$ cat src/bbe_params.svh
// constants for the branch and bit-set execute block
`ifndef BBE_PARAMS_SVH
`define BBE_PARAMS_SVH
// ====================
// opcode fields
`define BBE_OP_BRANCH 4'hd
`define BBE_OP_BITSET 4'h8
`define BBE_OFF_MSB 10
`define BBE_BIT_LSB 9
`define BBE_ACC_BIT 8
`define BBE_IDX_LIMIT 8'h5f
// ====================
// quarter phases, pc reset value and pc step
`define BBE_Q1 2'h0
`define BBE_Q2 2'h1
`define BBE_Q3 2'h2
`define BBE_Q4 2'h3
`define BBE_PC_RESET 21'h000000
`define BBE_PC_STEP 21'h000002
`endif

$ cat src/bbe_pkg.sv
// types for the branch and bit-set execute block
package bbe_pkg;
    // execution state along the two-cycle branch path
    typedef enum logic [1:0] {
        BBE_RUN = 2'h0,
        BBE_FLUSH = 2'h1
    } bbe_state_t;

    // register file access request
    typedef struct packed {
        logic rd;
        logic wr;
        logic [11:0] addr;
        logic [7:0] wdata;
    } bbe_file_t;

    // whole module state
    typedef struct packed {
        bbe_state_t st;
        logic [1:0] q;
        logic [20:0] pc;
        logic [15:0] ir;
        logic [7:0] data;
        logic flush;
        bbe_file_t file;
    } bbe_regs_t;
endpackage

$ cat src/bbe_exec.sv
// execute unit for relative branch and bit set in register
`timescale 1ns/100ps
`include "bbe_params.svh"
module bbe_exec (
    input wire logic ref_clk,
    input wire logic rst_n,
    input wire logic [15:0] opcode,
    input wire logic ext_set_en,
    input wire logic [3:0] bank_pointer,
    input wire logic [11:0] fsr_base,
    input wire logic [7:0] file_rdata,
    output logic [1:0] q_phase,
    output logic [20:0] pc,
    output logic discard,
    output bbe_pkg::bbe_file_t file_port
);
    import bbe_pkg::*;

    // ====================
    // helpers
    // sign-extend and double the 11-bit offset
    function automatic logic [20:0] bbe_offset(input logic [15:0] op);
        logic [20:0] ext;
        ext = {{10{op[`BBE_OFF_MSB]}}, op[`BBE_OFF_MSB:0]};
        return {ext[19:0], 1'b0};
    endfunction

    // file address select: indexed, access bank or banked
    function automatic logic [11:0] bbe_addr(input logic [15:0] op, input logic ext,
                                             input logic [3:0] bank, input logic [11:0] base);
        if (ext && !op[`BBE_ACC_BIT] && op[7:0] <= `BBE_IDX_LIMIT) begin
            return 12'(base + {4'h0, op[7:0]});
        end else if (op[`BBE_ACC_BIT]) begin
            return {bank, op[7:0]};
        end else begin
            return {4'h0, op[7:0]};
        end
    endfunction

    bbe_regs_t r; // current state
    bbe_regs_t next_r; // next state
    logic is_bra; // branch decode
    logic is_bsf; // bit-set decode

    // ====================
    // next state
    always_comb begin
        next_r = r;
        is_bra = (r.ir[15:12] == `BBE_OP_BRANCH) && (r.ir[11] == 1'b0);
        is_bsf = (r.ir[15:12] == `BBE_OP_BITSET);
        next_r.q = 2'(r.q + 2'h1);
        next_r.file.rd = 1'b0;
        next_r.file.wr = 1'b0;
        case (r.q)
            `BBE_Q1: begin
                // capture fetched word and advance pc past it
                next_r.ir = opcode;
                next_r.pc = 21'(r.pc + `BBE_PC_STEP);
            end
            `BBE_Q2: begin
                if (r.st == BBE_RUN && is_bsf) begin
                    next_r.file.rd = 1'b1;
                    next_r.file.addr = bbe_addr(r.ir, ext_set_en, bank_pointer, fsr_base);
                end
            end
            `BBE_Q3: begin
                if (r.st == BBE_RUN && is_bsf) begin
                    // set the chosen bit only, no status touched
                    next_r.data = file_rdata | (8'h01 << r.ir[11:`BBE_BIT_LSB]);
                end
            end
            `BBE_Q4: begin
                next_r.flush = 1'b0;
                next_r.st = BBE_RUN;
                if (r.st == BBE_FLUSH) begin
                    // second cycle is a no-op
                    next_r.st = BBE_RUN;
                end else if (is_bra) begin
                    next_r.pc = 21'(r.pc + bbe_offset(r.ir));
                    next_r.st = BBE_FLUSH;
                    next_r.flush = 1'b1;
                end else if (is_bsf) begin
                    next_r.file.wr = 1'b1;
                    next_r.file.wdata = r.data;
                end
            end
            default: begin
                next_r.q = `BBE_Q1;
            end
        endcase
    end

    // ====================
    // state register
    always_ff @(posedge ref_clk) begin
        if (!rst_n) begin
            r <= '0;
            r.pc <= `BBE_PC_RESET;
            r.q <= `BBE_Q1;
            r.st <= BBE_RUN;
        end else begin
            r <= next_r;
        end
    end

    // ====================
    // outputs
    assign q_phase = r.q;
    assign pc = r.pc;
    assign discard = r.flush;
    assign file_port = r.file;
endmodule

$ cat config.mk
export PLATFORM = sky130hd
export DESIGN_NAME = bbe_exec
export DESIGN_NICKNAME = d
export VERILOG_FILES = /design/src/bbe_pkg.sv /design/src/bbe_exec.sv
export VERILOG_INCLUDE_DIRS = /design/src
export SDC_FILE = /design/constraint.sdc
export NUM_CORES = 1
export LEC_CHECK = 0
export BUFFER_PORTS_ARGS = -buffer_cell sky130_fd_sc_hd__buf_2
export CORE_MARGIN = 1.5
export CORE_UTILIZATION = 60
export CTS_BUF_LIST = sky130_fd_sc_hd__clkbuf_2
export DETAILED_ROUTE_END_ITERATION = 12
export PLACE_DENSITY = 0.93
export SETUP_SLACK_MARGIN = 0.3
export SLEW_MARGIN = 20
export SYNTH_ARGS = -nofsm -noshare
export SYNTH_HDL_FRONTEND = slang
export SYNTH_SLANG_ARGS = --single-unit
$ cat constraint.sdc
create_clock -name ref_clk -period 9.4 [get_ports ref_clk]
set_clock_uncertainty 0.15 [all_clocks]
set_input_delay 1.88 -clock ref_clk [delete_from_list [all_inputs] [get_ports ref_clk]]
set_output_delay 1.88 -clock ref_clk [all_outputs]
set_load 0.05 [all_outputs]
# == Word-level counts from Yosys, hierarchy flattened ==
# Cells that the tools add are included.
# op_classes
shifts,1
add_sub_neg,4
mux,11
eq_ne,8
reduce_logical,14
n_bitwise,6
n_lt_le_gt_ge,1
# ops
operator,n
2-to-1 mux 21 bit,2
case mux 21 bit (2 select lines),1
2-to-1 mux 12 bit,2
adder 21 x 2 -> 21 bit (second input constant),1
adder 21 bit,1
adder 12 x 8 -> 12 bit,1
== test 4 bit (second input constant),2
<= comparator 8 x 7 -> 1 bit (second input constant),1
OR 8 bit,1
left shift 1 x 3 -> 8 bit (first input constant),1
2-to-1 mux 1 bit,6
AND reduction 2 bit,3
NOT 1 bit,5
== test 2 x 1 -> 1 bit (second input constant),2
== test 2 bit (second input constant),2
logical AND 1 bit,4
zero test 2 bit,2
inequality test 2 bit (second input constant),2
AND reduction 4 bit,1
OR reduction 4 bit,1
AND reduction 3 bit,1
adder 2 x 1 -> 2 bit (second input constant),1
nonzero test 2 bit,1
zero test 1 bit,1
# totals
inputBits,43
ff_bits,72
wordCells,55

# == Longest topological paths before layout ==
# depth
word_depth,5
depth_mapped,12
mapped_depth_nobuf,10

# == Least setup slack after synthesis ==
# Ideal clock, no wire load.
# synth_path
kind,in2reg
from,input fsr_base[0]
to,register r (netlist bit file_port[16])
setup_ps,123
arrival_ps,3569
cell_stages,8
slack_ps,5559
required_ps,9127
cell_sequence,ha_1 fa_1 a21oi_1 o211ai_1 o41ai_1 xnor2_1 a221oi_1 nor2_1
# synth_via
elab_chain_len,2
# synth_lines
element,line,text
from (decl),bbe_exec.sv:10,"input wire logic [11:0] fsr_base,"
adder 12 x 8 -> 12 bit,bbe_exec.sv:32,"return 12'(base + {4'h0, op[7:0]});"
2-to-1 mux 12 bit,bbe_exec.sv:31,if (ext && !op[`BBE_ACC_BIT] && op[7:0] <= `BBE_IDX_LIMIT) begin
to (signal assigned),bbe_exec.sv:102,r <= next_r;
to (decl),bbe_exec.sv:40,bbe_regs_t r;
# Every way passes these cells.
# A chain may end at the register's enable or synchronous reset.

# == Worst setup path in the final report ==
# layout_path
from,register r (netlist bit q_phase[0])
to,register pc[15] (netlist name)
# layout_via
elab_chain_len,3
word_cells_on_any_way,7
# layout_lines
element,line,text
== test 2 bit / zero test 2 bit (equally long branches),bbe_exec.sv:54,case (r.q)
inequality test 2 bit (no source line) / nonzero test 2 bit (equally long branches),--,
AND reduction 3 bit (no source line),--,
# Several ways; a longest one is shown, not always the timed one.

==> qor.yml <==
antenna_found_initial: 0
start_kind: "flip-flop"
relSlewSlack: 0.4454
clk_pin_slew_ns: 0.20
synth_ff_type: "dfxtp_1"
drc: 0
n_fill_cell: 648
ant_nets: 0
final_nets: 656
fin_tns_setup_ns: 0
worst_pin_slew_ns: 0.8319
drt_iter0_markers: 278
syn_nets: 634
intPower_mw: 0.4145
pwr-share-comb: 0.212
placed_cell_area_um2: 4611
required_ns: 9.67
syn_to_final_growth_pct: 4.629
ctsHoldBuffers: 0
status: "complete, no violations"
multi_input_area_um2: 2595
yosysSeqAreaShare: 0.3060
pwr_density_cell_nw_per_um2: 131.6
start_util: 0.6224
num_antenna_cells: 0
timing_hold_violations_final: 0
synth_edf_count: 0
mostFrequentLayoutCells: "buf_2 (87), dfxtp_1 (69), nand2_1 (55), nor2_1 (52), a21oi_1 (44)"
fin_area_um2: 4723
p_seq_frac: 0.512
synth-seq-cells: 69
track_usage: 0.2589
hpwl_um: 7750
grt_setup_unrepaired: "no"
vias_per_cell: 5.948
clock_insertion_delay_worst_skew_ns: 0.51
ir_drop_mv: 0.07327
die-area_um2: 8053
pwr-share-clk: 0.276
hold_class: "flip-flop to flip-flop"
pin_count: 89
clk_path_buf_depth: 2
htreeDepth: 3
grt_pass1_vias: 3902
die_x_um: 89.74
fmax_mhz: 269.4
endpoint_kind: "flip-flop"
final_common_cell: "buf_2"
switchingPower_mw: 0.2071
p_total_mw: 0.6216
detail_route.wl_per_cell_um: 15.13
routed_wl_um: 10490
cts_buffers: 9
arrival_ns: 3.98
setup.worst_path.class: "flip-flop to flip-flop"
slew_violations: 0
period_share: 0.3949
async_reset_ff_frac: 0
crit_fanout: 25
drt_first_pass_iters: 4
syn-cell-area_um2: 4514
vias: 4122
globalRouteOverflowTotal: 0
grt_pass1_wl_um: 17260
synth_cell_type_count: 62
maxCapViolations: 0
ctsResizeCount: 0
place.gp.congestion: 0.9280
cts.sinks: 69
grt_max_degree: 48
period_needed_ns: 3.712
portBuffers: 87
setup_violations: 0
cts_tree: "built"
clockRootBuffer: "clkbuf_2"
leakage_nw: 2.146
ff_latch_area_um2: 1381
drive_gt1_frac: 0.1953
fp.dieH_um: 89.74
switching_share: 0.3331
avgSynthCellArea_um2: 7.962
cts_setup_buffers: 0
yosysWarnings: 0
core_area_um2: 7253
netlist_instances: 567
num_rows: 31
==> stage by stage <==
stage,hold slack (ns),std cells,setup WS [ns],utilization
after detailed placement,0.2956,677,5.246,0.6357
after global routing,0.3481,693,5.410,0.6512
after floorplan,0.2823,567,5.559,-
final,0.3153,693,5.688,0.6512
after global placement,0.2927,677,5.330,0.6357
after CTS,0.3181,693,5.711,0.6512
==> logic make-up after synthesis <==
group	after synthesis	synth area share
multiplexers	25	0.05571
flip-flops	69	0.3060
adder cells (fa/ha/maj)	24	0.06984
XOR/XNOR	15	0.02910
AO/OA/AOI/OAI	138	0.2012
buffers and inverters	92	0.1192
AND/OR/NAND/NOR	203	0.2181
other	1	0.0008307
==> per-layer routing <==
layer	routed length [um]	track usage	part of all wire
met5	0	0	0
met4	196	0.1045	0.019
met3	748	0.05415	0.071
met2	5221	0.4606	0.50
met1	4318	0.3027	0.41
==> area by class of cell <==
type                       count  area share
multi-input combinational    406      0.5494
inverter                      12    0.009536
sequential                    69      0.2924
clock inverter                 6     0.01325
timing repair buffer          91     0.09854
tap                           99     0.02623
clock buffer                  10     0.01060
==> registers in the layout (all words and copies together) (netlist names) <==
register	count
r	24
file_port	22
pc	20
q_phase	2
discard	1
==> critical path, stage by stage (launching register included) <==
cell and delay (ns):
dfxtp_1 0.45, ha_1 0.73, nand2b_1 0.12, ha_1 0.25, fa_1 0.45, a211oi_2 0.32, o21ai_1 0.15, a21oi_2 0.34
mux2_2 0.39, o211ai_1 0.16, o31ai_1 0.09
==> worst paths after layout <==
kind,start,slack [ns],cells past startpoint,endpoint
setup / recovery,q_phase[0],5.69,10,pc[15]
hold reg to reg,file_port[7],0.32,2,file_port[7]
hold / removal,file_port[7],0.32,2,file_port[7]
setup reg to reg,q_phase[0],5.69,10,pc[15]
==> cells in the mapped netlist, types with 2 or more instances <==
cell       n  area (um^2)
o21ai_0   23        115.1
xor2_1     3        26.28
dfxtp_1   69         1381
a311oi_1   4        35.03
o21ai_1    2        10.01
or3b_1     2        17.52
nand3_1   26        130.1
nand2_2    2        12.51
nor2_1    52        195.2
and2_1    11        68.82
nand2_1   55        206.5
buf_2     10        50.05
nor3_1    16        80.08
clkbuf_1  19        71.32
inv_1     11        41.29
a21oi_1   44        220.2
a31oi_1   13        81.33
nor4b_1    2        17.52
mux2i_1   24        240.2
a211o_1    4        35.03
nand4_1    2        12.51
o311ai_0   3        26.28
and3_1    11        68.82
o22ai_1    4        25.02
a21o_1     6        45.04
fa_1       2        40.04
buf_1      4        15.01
ha_1      22        275.3
nand2b_1   6        37.54
xnor2_1   12        105.1
a211oi_1   9        67.56
o211ai_1   8        60.06
a21boi_0   2        15.01
nand4b_1   4        35.03
buf_4     46        345.3
or3_1      6        37.54
o21bai_1   3        22.52
==> power groups by stage <==
| stage | clock, mW | sequential (mW) | combinational [mW] |
|---|---|---|---|
| after floorplan | 0 | 0.318 | 0.108 |
| after global placement | 0 | 0.323 | 0.125 |
| after detailed placement | 0 | 0.324 | 0.130 |
| after CTS | 0.173 | 0.318 | 0.131 |
| after global routing | 0.184 | 0.320 | 0.144 |
| final | 0.171 | 0.318 | 0.132 |
No activity file was read; power rests on OpenSTA's default activity.
